## src/rtl/cpap_consts.vh

```
// constants for the control-panel logic: register map, field layout, reset values, timing
// included by the control-panel module; holds definitions only
`ifndef CPAP_CONSTS_VH
`define CPAP_CONSTS_VH

// register byte offsets
`define CTRL_OFS 8'h00
`define STATUS_OFS 8'h04
`define IRQ_STAT_OFS 8'h08
`define IRQ_CLR_OFS 8'h0C
`define IRQ_EN_OFS 8'h10

// control register fields and reset value
`define CTRL_PRESC 7:0
`define CTRL_RDROP 15:8
`define CTRL_RESET 32'h0000040A

// interrupt bit positions
`define IRQ_ALARM 0
`define IRQ_POWER 1
`define IRQ_MENU 2
`define IRQ_CHARGER 3
`define IRQ_BITS 4

// states
`define ST_OFF 2'h0
`define ST_SHOW 2'h1
`define ST_RUN 2'h2
`define ST_MENU 2'h3

// display items
`define ITEM_VER 2'h0
`define ITEM_ALT 2'h1
`define ITEM_RAMP 2'h2
`define ITEM_HOURS 2'h3

// timing
`define CLK_HZ 25000000
`define TICK_HZ 1000
`define DEB_MS 20
`define HOLD_MS 3000
`define DWELL_MS 2000
`define RAMP_MIN 15
`define HOUR_MIN 60
`define MS_PER_MIN 60000
`define ALARM_MIN 8'h0A
`define SHOW_PASSES 2'h3

// battery thresholds in percent
`define LED3_PCT 8'h5F
`define LED2_PCT 8'h4B
`define LED1_PCT 8'h3C
`define CHG_ORANGE_PCT 8'h32
`define CHG_GREEN_PCT 8'h64

`endif

```

## src/rtl/cpap_control_panel_fsm.v

```verilog
// control-panel logic: power, charger lock-out, battery LEDs, low-battery alarm, display cycle,
// settings menu, hour meter and ramp, with an APB register slave and one interrupt line
// assumes all inputs but the three buttons synchronous to pclk; nonvolatile store sits outside and answers nv_load
//
// Decided for this implementation: the APB interface to the registers and the address map.
`timescale 1ns/1ns
`default_nettype none
`include "cpap_consts.vh"

// Summary of operation
// (RULE_01) power press toggles off and running
// (RULE_02) three LEDs show battery charge level
// (RULE_03) alarm sounds at ten minutes left
// (RULE_04) power press silences sounding alarm
// (RULE_05) charger attached: ignore power, stay off
// (RULE_06) charger light red, orange, then green
// (RULE_07) power-on shows four items three times
// (RULE_08) display only while powered on
// (RULE_09) three-second set hold enters menu, airflow stops
// (RULE_10) change press flips shown option
// (RULE_11) set steps items, then exits and saves
// (RULE_12) hour meter counts use, shown as item
// (RULE_13) ramp rises to prescription over fifteen minutes
// (RULE_14) double power press restarts the ramp
// (RULE_15) two-state altitude compensation setting held
// (RULE_16) settings and hours kept in nonvolatile store
// (RULE_17) buttons debounced; hold timer resets on release
// (RULE_18) ramp starts lower, rises monotonically to target
module cpap_control_panel_fsm #(
	parameter TICK_CYC = `CLK_HZ / `TICK_HZ,
	parameter DEB_MS = `DEB_MS,
	parameter HOLD_MS = `HOLD_MS,
	parameter DWELL_MS = `DWELL_MS,
	parameter RAMP_MS = `RAMP_MIN * `MS_PER_MIN,
	parameter HOUR_MS = `HOUR_MIN * `MS_PER_MIN,
	parameter [15:0] FW_VERSION = 16'h0100
) (
	// clock and reset
	input wire pclk,
	input wire presetn,
	// apb slave
	input wire psel,
	input wire penable,
	input wire pwrite,
	input wire [7:0] paddr,
	input wire [31:0] pwdata,
	output reg [31:0] prdata,
	output reg pready,
	output reg pslverr,
	output reg irq,
	// buttons and sense, active high
	input wire power_btn,
	input wire set_btn,
	input wire change_btn,
	input wire charger_present,
	input wire [7:0] battery_pct,
	input wire [7:0] runtime_left_min,
	// nonvolatile store
	input wire nv_load,
	input wire nv_alt_in,
	input wire nv_ramp_in,
	input wire [15:0] nv_hours_in,
	output reg nv_write,
	output reg nv_alt_out,
	output reg nv_ramp_out,
	output reg [15:0] nv_hours_out,
	// indicators and actuators
	output reg [2:0] batt_led,
	output reg chg_red,
	output reg chg_orange,
	output reg chg_green,
	output reg buzzer,
	output reg disp_on,
	output reg [1:0] disp_item,
	output reg [15:0] disp_value,
	output reg blower_en,
	output reg [7:0] pressure_target
);

	// millisecond tick
	reg [31:0] tick_cnt_reg;
	reg tick_reg;
	always @(posedge pclk or negedge presetn) begin
		if (!presetn) begin
			tick_cnt_reg <= 32'h0;
			tick_reg <= 1'b0;
		end else if (tick_cnt_reg >= TICK_CYC - 1) begin
			tick_cnt_reg <= 32'h0;
			tick_reg <= 1'b1;
		end else begin
			tick_cnt_reg <= tick_cnt_reg + 32'h1;
			tick_reg <= 1'b0;
		end
	end

	// button synchronisers and debouncers: 0 power, 1 set, 2 change
	wire [2:0] btn_raw = {change_btn, set_btn, power_btn};
	wire [2:0] btn_deb;
	wire [2:0] btn_press;
	genvar gi;
	generate
		for (gi = 0; gi < 3; gi = gi + 1) begin : g_btn
			reg meta_reg;
			reg sync_reg;
			reg deb_reg;
			reg deb_d_reg;
			reg [7:0] stab_reg;
			always @(posedge pclk or negedge presetn) begin
				if (!presetn) begin
					meta_reg <= 1'b0;
					sync_reg <= 1'b0;
					deb_reg <= 1'b0;
					deb_d_reg <= 1'b0;
					stab_reg <= 8'h00;
				end else begin
					meta_reg <= btn_raw[gi];
					sync_reg <= meta_reg;
					deb_d_reg <= deb_reg;
					if (sync_reg == deb_reg) begin
						stab_reg <= 8'h00;
					end else if (tick_reg) begin
						if (stab_reg >= DEB_MS - 1) begin
							deb_reg <= sync_reg; // RULE_17
							stab_reg <= 8'h00;
						end else begin
							stab_reg <= stab_reg + 8'h01;
						end
					end
				end
			end
			assign btn_deb[gi] = deb_reg;
			assign btn_press[gi] = deb_reg & ~deb_d_reg;
		end
	endgenerate

	// registers seen by software
	reg [31:0] ctrl_reg;
	reg [`IRQ_BITS-1:0] irq_stat_reg;
	reg [`IRQ_BITS-1:0] irq_en_reg;
	reg [`IRQ_BITS-1:0] irq_clr;
	reg [`IRQ_BITS-1:0] events;

	// panel state
	reg [1:0] state_reg;
	reg [1:0] item_reg;
	reg [1:0] pass_reg;
	reg [31:0] dwell_reg;
	reg [31:0] hold_reg;
	reg hold_done_reg;
	reg alt_reg;
	reg ramp_reg;
	reg alt_work_reg;
	reg ramp_work_reg;
	reg [15:0] hours_reg;
	reg [31:0] use_ms_reg;
	reg silenced_reg;
	reg charger_d_reg;
	reg ramp_act_reg;
	reg [31:0] ramp_acc_reg;
	reg [7:0] ramp_level_reg;

	wire running = (state_reg == `ST_SHOW) || (state_reg == `ST_RUN);
	wire powered = state_reg != `ST_OFF;
	wire alarm_cond = running && (runtime_left_min <= `ALARM_MIN);
	wire [7:0] presc = ctrl_reg[`CTRL_PRESC];
	wire [7:0] drop = (ctrl_reg[`CTRL_RDROP] > presc) ? presc : ctrl_reg[`CTRL_RDROP];
	wire hour_wrap = blower_en && tick_reg && (use_ms_reg >= HOUR_MS - 1);
	wire menu_exit = (state_reg == `ST_MENU) && btn_press[1] && (item_reg == 2'h2);

	always @(posedge pclk or negedge presetn) begin
		if (!presetn) begin
			state_reg <= `ST_OFF;
			item_reg <= 2'h0;
			pass_reg <= 2'h0;
			dwell_reg <= 32'h0;
			hold_reg <= 32'h0;
			hold_done_reg <= 1'b0;
			alt_reg <= 1'b0;
			ramp_reg <= 1'b0;
			alt_work_reg <= 1'b0;
			ramp_work_reg <= 1'b0;
			hours_reg <= 16'h0000;
			use_ms_reg <= 32'h0;
			silenced_reg <= 1'b0;
			charger_d_reg <= 1'b0;
			ramp_act_reg <= 1'b0;
			ramp_acc_reg <= 32'h0;
			ramp_level_reg <= 8'h00;
			events <= {`IRQ_BITS{1'b0}};
		end else begin
			events <= {`IRQ_BITS{1'b0}};
			charger_d_reg <= charger_present;
			if (charger_present && !charger_d_reg) begin
				events[`IRQ_CHARGER] <= 1'b1;
			end
			// stored values arrive after reset from the nonvolatile store
			if (nv_load) begin
				alt_reg <= nv_alt_in; // RULE_16
				ramp_reg <= nv_ramp_in; // RULE_16
				hours_reg <= nv_hours_in; // RULE_16
			end else if (hour_wrap) begin
				hours_reg <= hours_reg + 16'h0001; // RULE_12
			end
			if (blower_en && tick_reg) begin
				use_ms_reg <= hour_wrap ? 32'h0 : use_ms_reg + 32'h1; // RULE_12
			end
			if (!alarm_cond) begin
				silenced_reg <= 1'b0;
			end else if (btn_press[0] && buzzer && !charger_present) begin
				silenced_reg <= 1'b1; // RULE_04
			end
			if (alarm_cond && !silenced_reg && !buzzer) begin
				events[`IRQ_ALARM] <= 1'b1;
			end
			// hold timer runs only while set is held in a running state
			if (!btn_deb[1] || !running) begin
				hold_reg <= 32'h0; // RULE_17
				hold_done_reg <= 1'b0;
			end else if (tick_reg && !hold_done_reg) begin
				if (hold_reg >= HOLD_MS - 1) begin
					hold_done_reg <= 1'b1; // RULE_09
				end
				hold_reg <= hold_reg + 32'h1;
			end
			// ramp accumulator: one step each time the drop share of RAMP_MS has passed
			if (ramp_act_reg && blower_en && tick_reg) begin
				if (ramp_level_reg >= drop) begin
					ramp_act_reg <= 1'b0;
				end else if (ramp_acc_reg + {24'h0, drop} >= RAMP_MS) begin
					ramp_acc_reg <= ramp_acc_reg + {24'h0, drop} - RAMP_MS;
					ramp_level_reg <= ramp_level_reg + 8'h01; // RULE_18
				end else begin
					ramp_acc_reg <= ramp_acc_reg + {24'h0, drop}; // RULE_13
				end
			end
			if (charger_present) begin
				state_reg <= `ST_OFF; // RULE_05
			end else if (btn_press[0] && !buzzer) begin
				events[`IRQ_POWER] <= 1'b1;
				if (state_reg == `ST_OFF) begin
					state_reg <= `ST_SHOW; // RULE_01
					item_reg <= `ITEM_VER;
					pass_reg <= 2'h0;
					dwell_reg <= 32'h0;
					ramp_act_reg <= ramp_reg; // RULE_14
					ramp_acc_reg <= 32'h0;
					ramp_level_reg <= 8'h00;
				end else begin
					state_reg <= `ST_OFF; // RULE_01
				end
			end else begin
				case (state_reg)
					`ST_SHOW: begin
						if (hold_done_reg && !hold_reg[31]) begin
							state_reg <= `ST_MENU;
						end else if (tick_reg) begin
							if (dwell_reg >= DWELL_MS - 1) begin
								dwell_reg <= 32'h0;
								item_reg <= item_reg + 2'h1; // RULE_07
								if (item_reg == `ITEM_HOURS) begin
									pass_reg <= pass_reg + 2'h1;
									if (pass_reg == `SHOW_PASSES - 2'h1) begin
										state_reg <= `ST_RUN; // RULE_07
									end
								end
							end else begin
								dwell_reg <= dwell_reg + 32'h1;
							end
						end
					end
					`ST_RUN: begin
						if (hold_done_reg) begin
							state_reg <= `ST_MENU;
						end
					end
					`ST_MENU: begin
						if (btn_press[1]) begin
							if (item_reg == 2'h2) begin
								alt_reg <= alt_work_reg; // RULE_11
								ramp_reg <= ramp_work_reg; // RULE_11
								state_reg <= `ST_SHOW;
								item_reg <= `ITEM_VER;
								pass_reg <= 2'h0;
								dwell_reg <= 32'h0;
							end else begin
								item_reg <= item_reg + 2'h1; // RULE_11
							end
						end else if (btn_press[2]) begin
							if (item_reg == 2'h0) begin
								alt_work_reg <= ~alt_work_reg; // RULE_10
							end
							if (item_reg == 2'h1) begin
								ramp_work_reg <= ~ramp_work_reg; // RULE_10
							end
						end
					end
					default: begin
						state_reg <= `ST_OFF;
					end
				endcase
			end
			// menu entry: start from the altitude item with the stored values
			if (running && hold_done_reg && !charger_present && !(btn_press[0] && !buzzer)) begin
				state_reg <= `ST_MENU; // RULE_09
				item_reg <= 2'h0;
				alt_work_reg <= alt_reg; // RULE_15
				ramp_work_reg <= ramp_reg;
				events[`IRQ_MENU] <= 1'b1;
			end
		end
	end

	// outputs, all registered
	always @(posedge pclk or negedge presetn) begin
		if (!presetn) begin
			batt_led <= 3'b000;
			chg_red <= 1'b0;
			chg_orange <= 1'b0;
			chg_green <= 1'b0;
			buzzer <= 1'b0;
			disp_on <= 1'b0;
			disp_item <= `ITEM_VER;
			disp_value <= 16'h0000;
			blower_en <= 1'b0;
			pressure_target <= 8'h00;
			nv_write <= 1'b0;
			nv_alt_out <= 1'b0;
			nv_ramp_out <= 1'b0;
			nv_hours_out <= 16'h0000;
		end else begin
			if (!powered) begin
				batt_led <= 3'b000;
			end else if (battery_pct >= `LED3_PCT) begin
				batt_led <= 3'b111; // RULE_02
			end else if (battery_pct >= `LED2_PCT) begin
				batt_led <= 3'b011; // RULE_02
			end else begin
				batt_led <= 3'b001; // RULE_02
			end
			chg_red <= charger_present && (battery_pct < `CHG_ORANGE_PCT); // RULE_06
			chg_orange <= charger_present && (battery_pct >= `CHG_ORANGE_PCT) && (battery_pct < `CHG_GREEN_PCT);
			chg_green <= charger_present && (battery_pct >= `CHG_GREEN_PCT); // RULE_06
			buzzer <= alarm_cond && !silenced_reg && !(btn_press[0] && buzzer); // RULE_03
			disp_on <= (state_reg == `ST_SHOW) || (state_reg == `ST_MENU); // RULE_08
			if (state_reg == `ST_MENU) begin
				disp_item <= item_reg + 2'h1;
				case (item_reg)
					2'h0: disp_value <= {15'h0000, alt_work_reg};
					2'h1: disp_value <= {15'h0000, ramp_work_reg};
					default: disp_value <= hours_reg; // RULE_12
				endcase
			end else if (state_reg == `ST_SHOW) begin
				disp_item <= item_reg;
				case (item_reg)
					`ITEM_VER: disp_value <= FW_VERSION;
					`ITEM_ALT: disp_value <= {15'h0000, alt_reg};
					`ITEM_RAMP: disp_value <= {15'h0000, ramp_reg};
					default: disp_value <= hours_reg; // RULE_12
				endcase
			end else begin
				disp_item <= `ITEM_VER; // RULE_08
				disp_value <= 16'h0000;
			end
			blower_en <= running; // RULE_09
			if (!running) begin
				pressure_target <= 8'h00;
			end else if (ramp_act_reg) begin
				pressure_target <= presc - drop + ramp_level_reg; // RULE_13
			end else begin
				pressure_target <= presc;
			end
			nv_write <= menu_exit || hour_wrap; // RULE_16
			if (menu_exit) begin
				nv_alt_out <= alt_work_reg;
				nv_ramp_out <= ramp_work_reg;
			end else begin
				nv_alt_out <= alt_reg;
				nv_ramp_out <= ramp_reg;
			end
			nv_hours_out <= hour_wrap ? hours_reg + 16'h0001 : hours_reg;
		end
	end

	// apb slave: data prepared in the first access cycle, write lands when pready is seen
	wire acc_first = psel && penable && !pready;
	wire acc_done = psel && penable && pready;
	wire wr_done = acc_done && pwrite && !pslverr;
	wire mapped = (paddr == `CTRL_OFS) || (paddr == `STATUS_OFS) || (paddr == `IRQ_STAT_OFS) ||
		(paddr == `IRQ_CLR_OFS) || (paddr == `IRQ_EN_OFS);

	always @* begin
		irq_clr = {`IRQ_BITS{1'b0}};
		if (wr_done && (paddr == `IRQ_CLR_OFS)) begin
			irq_clr = pwdata[`IRQ_BITS-1:0];
		end
	end

	always @(posedge pclk or negedge presetn) begin
		if (!presetn) begin
			prdata <= 32'h0;
			pready <= 1'b0;
			pslverr <= 1'b0;
			ctrl_reg <= `CTRL_RESET;
			irq_en_reg <= {`IRQ_BITS{1'b0}};
			irq_stat_reg <= {`IRQ_BITS{1'b0}};
			irq <= 1'b0;
		end else begin
			pready <= acc_first;
			pslverr <= acc_first && !mapped;
			if (acc_first) begin
				case (paddr)
					`CTRL_OFS: prdata <= ctrl_reg;
					`STATUS_OFS: prdata <= {ramp_act_reg, 7'h00, hours_reg, buzzer, blower_en,
						ramp_reg, alt_reg, 2'h0, state_reg};
					`IRQ_STAT_OFS: prdata <= {28'h0, irq_stat_reg};
					`IRQ_EN_OFS: prdata <= {28'h0, irq_en_reg};
					default: prdata <= 32'h0;
				endcase
			end
			if (wr_done && (paddr == `CTRL_OFS)) begin
				ctrl_reg <= {16'h0000, pwdata[15:0]};
			end
			if (wr_done && (paddr == `IRQ_EN_OFS)) begin
				irq_en_reg <= pwdata[`IRQ_BITS-1:0];
			end
			// a new event wins over a clear in the same cycle
			irq_stat_reg <= (irq_stat_reg & ~irq_clr) | events;
			irq <= |(irq_stat_reg & irq_en_reg);
		end
	end

endmodule // cpap_control_panel_fsm
`default_nettype wire

```

## config.mk

```make
export PLATFORM = sky130hd
export DESIGN_NAME = cpap_control_panel_fsm
export DESIGN_NICKNAME = d
export VERILOG_FILES = /design/src/rtl/cpap_control_panel_fsm.v
export VERILOG_INCLUDE_DIRS = /design/src /design/src/rtl
export SDC_FILE = /design/constraint.sdc
export NUM_CORES = 1
export LEC_CHECK = 0
export ABC_AREA = 1
export BUFFER_PORTS_ARGS = -buffer_cell sky130_fd_sc_hd__buf_2
export CAP_MARGIN = 15
export CORE_ASPECT_RATIO = 1.5
export CORE_UTILIZATION = 35
export DETAILED_ROUTE_END_ITERATION = 8
export PLACE_DENSITY = 0.6
export RECOVER_POWER = 50
export SLEW_MARGIN = 10
export SYNTH_ARGS = -nofsm -noshare
export SYNTH_HDL_FRONTEND = slang
export SYNTH_SLANG_ARGS = --single-unit
```

## constraint.sdc

```tcl
create_clock -name pclk -period 4.5 [get_ports pclk]
set_clock_uncertainty 0.15 [all_clocks]
set_input_delay 1.35 -clock pclk [delete_from_list [all_inputs] [get_ports pclk]]
set_output_delay 1.35 -clock pclk [all_outputs]
set_load 0.01 [all_outputs]
```

==> results of run 1 <==
-- layout make-up --
type | instances | area [um2]
timing repair buffer | 335 | 2220
fill | 5134 | 29000
multi-input combinational | 1654 | 9340
sequential | 345 | 8640
inverter | 364 | 1370
clock inverter | 18 | 229
tap | 682 | 853
clock buffer | 49 | 1060
-- worst max-delay path by stage --
| stage | from | endpoint | slack (ps) | depth (start not counted) |
|---|---|---|---|---|
| finish | ctrl_reg[3]$_DFFE_PN1P_ | ramp_acc_reg[5]$_DFF_PN0_ | 50 | 32 |
| global route | ctrl_reg[3]$_DFFE_PN1P_ | ramp_acc_reg[5]$_DFF_PN0_ | -180 | 31 |
| CTS | ctrl_reg[3]$_DFFE_PN1P_ | ramp_acc_reg[5]$_DFF_PN0_ | 0.9 | 33 |
| detailed placement | ctrl_reg[1]$_DFFE_PN1P_ | ramp_acc_reg[6]$_DFF_PN0_ | -250 | 30 |
| global placement | ctrl_reg[3]$_DFFE_PN1P_ | ramp_acc_reg[5]$_DFF_PN0_ | -240 | 29 |
| floorplan | ctrl_reg[3]$_DFFE_PN1P_ | ramp_acc_reg[23]$_DFF_PN0_ | 70 | 32 |
-- cell usage after synthesis, types with 29 or more instances --
master,number
sky130_fd_sc_hd__nand2_1,571
sky130_fd_sc_hd__o21ai_0,107
sky130_fd_sc_hd__nand4_1,37
sky130_fd_sc_hd__o22ai_1,30
sky130_fd_sc_hd__nor2_1,276
sky130_fd_sc_hd__ha_1,53
sky130_fd_sc_hd__inv_1,349
sky130_fd_sc_hd__xor2_1,38
sky130_fd_sc_hd__nand3_1,123
sky130_fd_sc_hd__dfrtp_1,342
sky130_fd_sc_hd__clkbuf_1,38
sky130_fd_sc_hd__nor3_1,64
sky130_fd_sc_hd__nor4_1,29
sky130_fd_sc_hd__a21oi_1,119
-- power groups by stage --
stage	Clock [W]	Combinational (W)	Sequential [W]
after floorplan	0	0.000199	0.00325
after global placement	0	0.000417	0.00325
after detailed placement	0	0.000426	0.00325
after CTS	0.00333	0.000441	0.00319
after global routing	0.00344	0.000512	0.00320
final	0.00324	0.000455	0.00320
-- metal layers --
metal	GRT usage	routed length, um
met1	0.230	21500
met2	0.377	28900
met3	0.0255	2110
met4	0.0912	2620
met5	0	32
-- kinds of logic after synthesis --
kind of cell | share of synthesized area
simple gates | 0.282
buf+inv | 0.0891
flops | 0.463
compound gates | 0.101
fa+ha+maj | 0.0441
xor+xnor | 0.0210
other cells | 0.000201
-- timing repair --
action	in CTS	in global routing
setup endpoints to repair	36	37
setup buffers	15	16
gates resized for setup	53	202
pin swaps	20	77
hold buffers	0	0
-- worst register-to-register path, delay by kind of cell (launching register included) --
kind	cells	cell delay [ps]
AND/OR/NAND/NOR	15	1300
buffers and inverters	9	790
AO/OA/AOI/OAI	4	590
flip-flops	1	540
XOR/XNOR	1	120
adder cells (fa/ha/maj)	3	850
-- stage by stage --
stage | worst slack, ps | utilization | setup TNS (ps) | instance area [um2]
6_report | 50.8 | 0.450 | 0 | 23700
5_1_grt | -179 | 0.450 | -3380 | 23700
4_1_cts | 0.911 | 0.436 | 0 | 23000
3_5_place_dp | -250 | 0.405 | -6300 | 21400
3_3_place_gp | -241 | 0.405 | -5890 | 21400
2_1_floorplan | 74.8 | - | 0 | 18800
==> summary by stage, run 1 <==
Status
The flow ran to the end, but the final reports show violations. The checks that failed: capacitance limit, slew limit.

Drt
The post-detailed-route wirelength per cell is between 15 and 20 um. The pre-antenna-repair detailed-routing pass consisted of 6 iterations. The number of antenna-violating nets in the routed design is 0. The number of DRC violations after detailed routing is 0. The total wire length is about 55 mm. The routed via count is 17074.

The starting DRC count in detailed routing is approximately 950. After detailed routing, the number of vias per cell comes to 4.95.

Power and ir drop
The portion of total power attributed to sequential cells is 0.464. The power per unit of standard cell area is a little under 300 mW/mm2. Of the total power, the share spent switching nets is 0.242.

The leakage dissipation is 11.8 nW. The share of total power in combinational logic is 0.066. The clock network power share is 0.470.

Internal power comes to roughly 0.0052 W. The post-layout total power is 0.00689 W. The power spent charging and discharging nets is around 0.0017 W. The worst-case IR drop observed on VDD is 333 uV.

Min path
The capture endpoint of the worst hold path is g_btn[2].sync_reg$_DFF_PN0_. The tightest min-delay check is of the flop to flop type. The worst hold path begins at g_btn[2].meta_reg$_DFF_PN0_.

The hold-critical path depth is 0.

Logic synthesis
The fraction of registers with async set or reset after synthesis is 1.00. The share of the synthesized area in the top cell type is 0.458. The synthesized design contains 0 enable-type register cells. Yosys attributes the largest share of cell area to sky130_fd_sc_hd__dfrtp_1 (46%), sky130_fd_sc_hd__nand2_1 (11%), sky130_fd_sc_hd__inv_1 (7.0%). The combined area of all synthesized cells is ~0.019 mm2. The number of warnings issued by yosys is 0. The leading area contributor after synthesis is sky130_fd_sc_hd__dfrtp_1. A synthesized cell averages ~7.8 um2. Synthesis instantiated 61 different standard cells from the library. In the synthesized netlist the dominant register cell turns out to be sky130_fd_sc_hd__dfrtp_1. The part of the Yosys area used for sequential elements is 0.463. In this run, synthesis produced a sequential element count of 345. The number of instances in the synthesized netlist is 2398.

Floorplanning
The floorplan die height is ~280 um. The die is around 190 um wide. The die area is 0.0543 mm2. The top-level I/O count is roughly 170.

The core region area is approximately 0.053 mm2. The starting utilization of the core area is 0.354. In this run the core area contains about 100 standard-cell rows.

Critical path
The worst setup path is captured at a flop. The critical path arrival is roughly 4700 ps. In this run the register-to-register setup slack is 50 ps. The data required time at the worst endpoint is about 4800 ps. In this run the worst path has a maximum fanout of 6.

The most numerous cell type found on the critical path is sky130_fd_sc_hd__nand2_4. The endpoint identified for the worst register-to-register timing path is ramp_acc_reg[5]$_DFF_PN0_. Grouping stages by cell kind, the critical path spends the most delay in simple AND/OR/NAND/NOR gates. Counting both buffers and inverters, the worst setup path holds a total of 9. For the worst flop-to-flop path, the logic depth is 32. The worst setup path is of the flop to flop kind. The standard cell with the maximum stage delay on the critical path is sky130_fd_sc_hd__dfstp_2. On the worst path, the slowest cell contributes a delay of about 540 ps. The element type at the critical path start is a flop. The origin of the critical flop-to-flop path is ctrl_reg[3]$_DFFE_PN1P_.

Global routing
The wire length of the first global-routing pass is between 80 and 90 mm. The via count of the first global-routing pass is about 17000. Global routing finished with a remaining overflow of 0. The overall track demand over capacity in global routing is 0.204.

The initial antenna violation count is 3. Entering global routing, the biggest net connects 89 pins.

STA
The final critical-path required period is 4450 ps. The slew at the pin closest to its max-slew limit is around 2300 ps. The max-slew violation count came to 89. The final critical-path share of the clock period is 0.989. The total setup violations reported at the end of the flow is 0. The number of hold-slack violations in the final timing report is 0. The tightest hold path in the finished design has a slack of 198 ps. Setup repair after global routing could not meet its margin everywhere.

The normalized max-slew margin is -0.532. Static timing analysis puts the maximum clock frequency at ~220 MHz.

Layout
Leaving out fill and tap cells, the most frequent cell in the layout is sky130_fd_sc_hd__nand2_1. In the final layout, the share of cells above drive strength 1 is 0.232. Relative to the synthesized area, the layout overhead comes to 27.0%. The final antenna diode count is 0. The finished layout holds roughly 3400 standard cells, fillers aside. The top cell types in the final layout, fill and taps aside, are sky130_fd_sc_hd__nand2_1 (499), sky130_fd_sc_hd__dfrtp_1 (342), sky130_fd_sc_hd__inv_1 (338).

The number of nets at the end of the flow is about 2900.

Clocking
The clock passes through at most 3 buffers. TritonCTS created 37 clock buffers. TritonCTS built the clock tree. The sink count of the clock tree is between 300 and 400.

Clock latency on the worst-skew pair, taken at its later pin, is roughly 550 ps. The number of levels in the clock H-tree is 2. The clock root buffer is sky130_fd_sc_hd__clkbuf_16. The clock-pin slew on the worst setup and hold paths is approximately 70 ps.

Place
The cell count after placement is 3350. During placement, the flow inserted port buffers numbering 149. The global placement routability congestion is around 0.94. The HPWL after detailed placement is ~41 mm.

Job
The number of maximum-capacitance violations is 1.
No activity file was read; power rests on OpenSTA's default activity.
==> run 2: changes to the inputs <==
--- a/config.mk
+++ b/config.mk
@@ -6,13 +6,13 @@
 export SDC_FILE = /design/constraint.sdc
 export NUM_CORES = 1
 export LEC_CHECK = 0
-export ABC_AREA = 1
 export BUFFER_PORTS_ARGS = -buffer_cell sky130_fd_sc_hd__buf_2
 export CAP_MARGIN = 15
 export CORE_ASPECT_RATIO = 1.5
+export CORE_MARGIN = 5
 export CORE_UTILIZATION = 35
 export DETAILED_ROUTE_END_ITERATION = 8
-export PLACE_DENSITY = 0.6
+export PLACE_DENSITY = 0.63
 export RECOVER_POWER = 50
 export SLEW_MARGIN = 10
 export SYNTH_ARGS = -nofsm -noshare
==> run 2 against run 1 <==
Compared with the run above: the flow finishes with violations (capacitance limit, slew limit, setup timing); sequential power increased by 17%; flip-flop and latch count unchanged; first-iteration DRC count decreased by 5.8%; maximum frequency decreased by 19%; via count decreased by 13%; synthesized cell count decreased by 25%; register-to-register slack got worse by 1000 ps; area after synthesis decreased by 5.5%; utilization increased by 0.59 points.
==> summary by stage, run 2 <==
Status
The run finished, with violations left. The final reports fail on capacitance limit, slew limit, setup timing.

STA
Setup violations remaining at the end of the flow were counted as 36. After layout, the worst setup slack is -994 ps. In the finished design, the share of the clock period the worst path needs comes to 1.22. The smallest clock period supported by the final layout is computed as approximately 5500 ps. The max-slew violation count is slightly below 200. The slew at the pin closest to its max-slew limit is roughly 1600 ps. In this run the tightest slew margin relative to its limit is -0.0985.

Hold is met by between 200 and 250 ps. Setup repair after global routing could not meet its margin everywhere. The number of hold-slack violations in the final timing report came to 0. The maximum clock frequency is 182 MHz.

Global routing
The first global-routing pass estimated 77.7 mm of wire. The residual overflow from global routing is 0. For this run, the total global-route usage over all layers was measured as 0.168.

The via count of the first global-routing pass was between 15000 and 20000. The maximum number of pins on one net before global-route repair is 78. The initial antenna violation count is 2.

Layout
In the layout the commonest cells are sky130_fd_sc_hd__dfrtp_1 (342), sky130_fd_sc_hd__nor2_1 (217), sky130_fd_sc_hd__nand2_1 (163). With fillers left out, the area of the finished cells amounts to ~0.023 mm2. In the final layout, the share of cells above drive strength 1 is 0.270.

The number of nets at the end of the flow is around 2300. The most frequent standard cell in the layout excluding fill and tap cells is sky130_fd_sc_hd__dfrtp_1. The core occupancy in the finished layout is 0.456. The layout overhead on the synthesized area is 28.6%.

Power and ir drop
IR analysis of the VDD net gives a maximum drop of about 280 uV. The leakage dissipation is 10.3 nW. The completed layout was analyzed and its total power is between 0.009 and 0.01 W. The power per unit of standard cell area is ~400 mW/mm2.

Clocking
Counting every sink on the clock net gives ~350. The number of levels in the clock H-tree is 2. Counting the buffers created by CTS gives 36.

TritonCTS built the clock tree. The buffer depth of the longest clock path is 3. Clock latency on the worst-skew pair, taken at its later pin, is ~530 ps. The clock-pin slew on the worst setup and hold paths is roughly 70 ps. The clock root buffer is sky130_fd_sc_hd__clkbuf_16. After clock tree synthesis, the flow added hold-fix buffers numbering 0.

Logic synthesis
The fraction of registers with async set or reset after synthesis is 1.00. The leading area contributor after synthesis is sky130_fd_sc_hd__dfrtp_1. Counting flops and latches in the post-synthesis netlist gives 345. Yosys mapped a number of flops with a built-in enable equal to 0.

By count the netlist is led by sky130_fd_sc_hd__dfrtp_1 (342), sky130_fd_sc_hd__nor2_1 (220), sky130_fd_sc_hd__nand2_1 (172). Averaged over all synthesized cells, the footprint is 9.76 um2. After technology mapping, the gate count stands at approximately 1800.

The most frequently used cell type in the post-synthesis netlist is sky130_fd_sc_hd__dfrtp_1. In this run the cell area of the synthesized design comes to between 0.015 and 0.02 mm2. The count of distinct cell types in the synthesized netlist is just under 90. The Yosys step of the flow raised 0 warnings. The share of the synthesized area in the top cell type is 0.485. The part of the Yosys area used for sequential elements is 0.489. By area the synthesized netlist is led by sky130_fd_sc_hd__dfrtp_1 (48%), sky130_fd_sc_hd__nor2_1 (4.7%), sky130_fd_sc_hd__ha_1 (3.8%). The prevailing post-synth register cell is sky130_fd_sc_hd__dfrtp_1.

Place
OpenSTA, run right after detailed placement, puts the worst setup slack at -1270 ps. Summing all placed instances gives a cell area of between 0.02 and 0.025 mm2. At the end of routability-driven placement, the weighted congestion stood at 0.924. Detailed placement finished with a half-perimeter wire length of 35.0 mm.

During placement, the flow inserted port buffers numbering 149.

Floorplanning
The chip width is between 150 and 200 um. The number of rows created at floorplan is 100. The die covers 0.0551 mm2. For this configuration, the core starts out at a cell density of 0.354.

The top-level I/O count is roughly 170. The die is 285 um tall. In this run the standard cell core region covers approximately 0.050 mm2.

Critical path
The standard cell with the maximum stage delay on the critical path is sky130_fd_sc_hd__dfstp_2. The category of the most critical setup path is flop to flop. Data arrives at the worst endpoint at 5740 ps.

The worst setup path is captured at a flop. STA classifies the critical path startpoint as a flop. The worst setup slack for register-to-register paths is -990 ps. STA puts the critical path data required time at 4750 ps.

The longest individual stage delay on the worst path is between 500 and 600 ps. By instance count, the cell type seen most on the critical path is sky130_fd_sc_hd__buf_6. Of all nets on the critical path, the largest fanout is 6.

Drt
The total wire length is 48.3 mm. After detailed routing, the number of vias per cell comes to 5.27. The number of antenna-violating nets in the routed design is 0. In the routed design, unresolved DRC markers number 0. The final route contains roughly 15000 vias. The number of optimization iterations in the first detailed-route pass is 6. The post-detailed-route wirelength per cell is ~17 um. In this run, the number of DRC markers left after iteration 0 of detailed routing was 897.

Min path
The path class of the lowest-slack min-delay path is flop to flop.

Job
Max-cap violations in this run came to 3.
run 2: cell count changes in the layout (fill, tap and decap cells not counted), moves of 29 or more:
cell	delta
sky130_fd_sc_hd__a21oi_1	-47
sky130_fd_sc_hd__nand3_1	-32
sky130_fd_sc_hd__inv_1	-290
sky130_fd_sc_hd__mux2_2	+35
sky130_fd_sc_hd__nor3_1	-32
sky130_fd_sc_hd__xnor2_1	+42
sky130_fd_sc_hd__nor2b_1	+37
sky130_fd_sc_hd__nand2_1	-336
sky130_fd_sc_hd__nand2_4	-32
sky130_fd_sc_hd__xor2_1	+32
sky130_fd_sc_hd__nand2_2	-56
sky130_fd_sc_hd__o22ai_1	-30
sky130_fd_sc_hd__nor2_1	-35
sky130_fd_sc_hd__and3_1	+29
run 2: critical path, delay by kind of cell, from the launching register on:
| family | cells | cell delay [ps] |
|---|---|---|
| AOI/OAI and AO/OA | 11 | 1970 |
| buffers and inverters | 8 | 960 |
| and+or+nand+nor | 7 | 920 |
| DFF | 1 | 540 |
| adders and majority gates | 2 | 480 |
| muxes | 1 | 320 |
run 2: cell type report:
class / count / area (um2)
Fill cell: 4681 / 27100
Tap cell: 663 / 830
Timing Repair Buffer: 348 / 2420
Clock buffer: 44 / 981
Multi-Input combinational cell: 1363 / 9440
Inverter: 52 / 200
Sequential cell: 345 / 8640
Clock inverter: 17 / 186
Antenna cell: 1 / 2.50
run 2: report_power, final:
group	leakage [nW]	internal (W)	switching [W]
combinational	5.22	0.00116	0.00128
clock	0.585	0.00173	0.00127
sequential	4.48	0.00338	0.000367
run 2: logic make-up after synthesis:
family	after synthesis	share of synthesized area
other	1	0.000212
adders and majority gates	61	0.0466
AOI/OAI and AO/OA	339	0.126
xor gates and xnor gates	123	0.0615
muxes	55	0.0342
DFF	345	0.489
and+or+nand+nor	761	0.212
buffers and inverters	123	0.0305
run 2: final timing paths:
| check | startpoint | endpoint | cells after the start |
|---|---|---|---|
| setup / recovery | ctrl_reg[1]$_DFFE_PN1P_ | ramp_acc_reg[21]$_DFF_PN0_ | 29 |
| hold / removal | g_btn[0].meta_reg$_DFF_PN0_ | g_btn[0].sync_reg$_DFF_PN0_ | 0 |
| setup reg to reg | ctrl_reg[1]$_DFFE_PN1P_ | ramp_acc_reg[21]$_DFF_PN0_ | 29 |
| hold reg to reg | g_btn[0].meta_reg$_DFF_PN0_ | g_btn[0].sync_reg$_DFF_PN0_ | 0 |
| max in group asynchronous | presetn | tick_cnt_reg[9]$_DFF_PN0_ | 2 |
| min in group asynchronous | presetn | ramp_level_reg[2]$_DFF_PN0_ | 1 |
run 2: metrics by stage:
| step | std cells | setup TNS [ps] |
|---|---|---|
| after detailed placement | 2725 | -39910 |
| after global routing | 2833 | -38840 |
| after global placement | 2725 | -39560 |
| after floorplan | 1831 | -24620 |
| final | 2833 | -31550 |
| after CTS | 2824 | -28910 |
run 2: metal layers:
metal | GRT usage | share of wire | wire [um] | vias to the layer above
met1 | 0.184 | 0.38 | 18300 | 7345
met2 | 0.314 | 0.53 | 25400 | 416
met3 | 0.0279 | 0.042 | 2030 | 156
met5 | 0 | 0.00027 | 13 | -
li1 | - | - | - | 7013
met4 | 0.0822 | 0.053 | 2550 | 2
run 2: repair_timing:
item | CTS | global route
pin swaps | 75 | 44
endpoints found under the hold margin | 0 | 0
setup endpoints to repair | 37 | 44
gates resized for setup | 116 | 54
gates cloned | 1 | 0
buffers inserted | 39 | 12
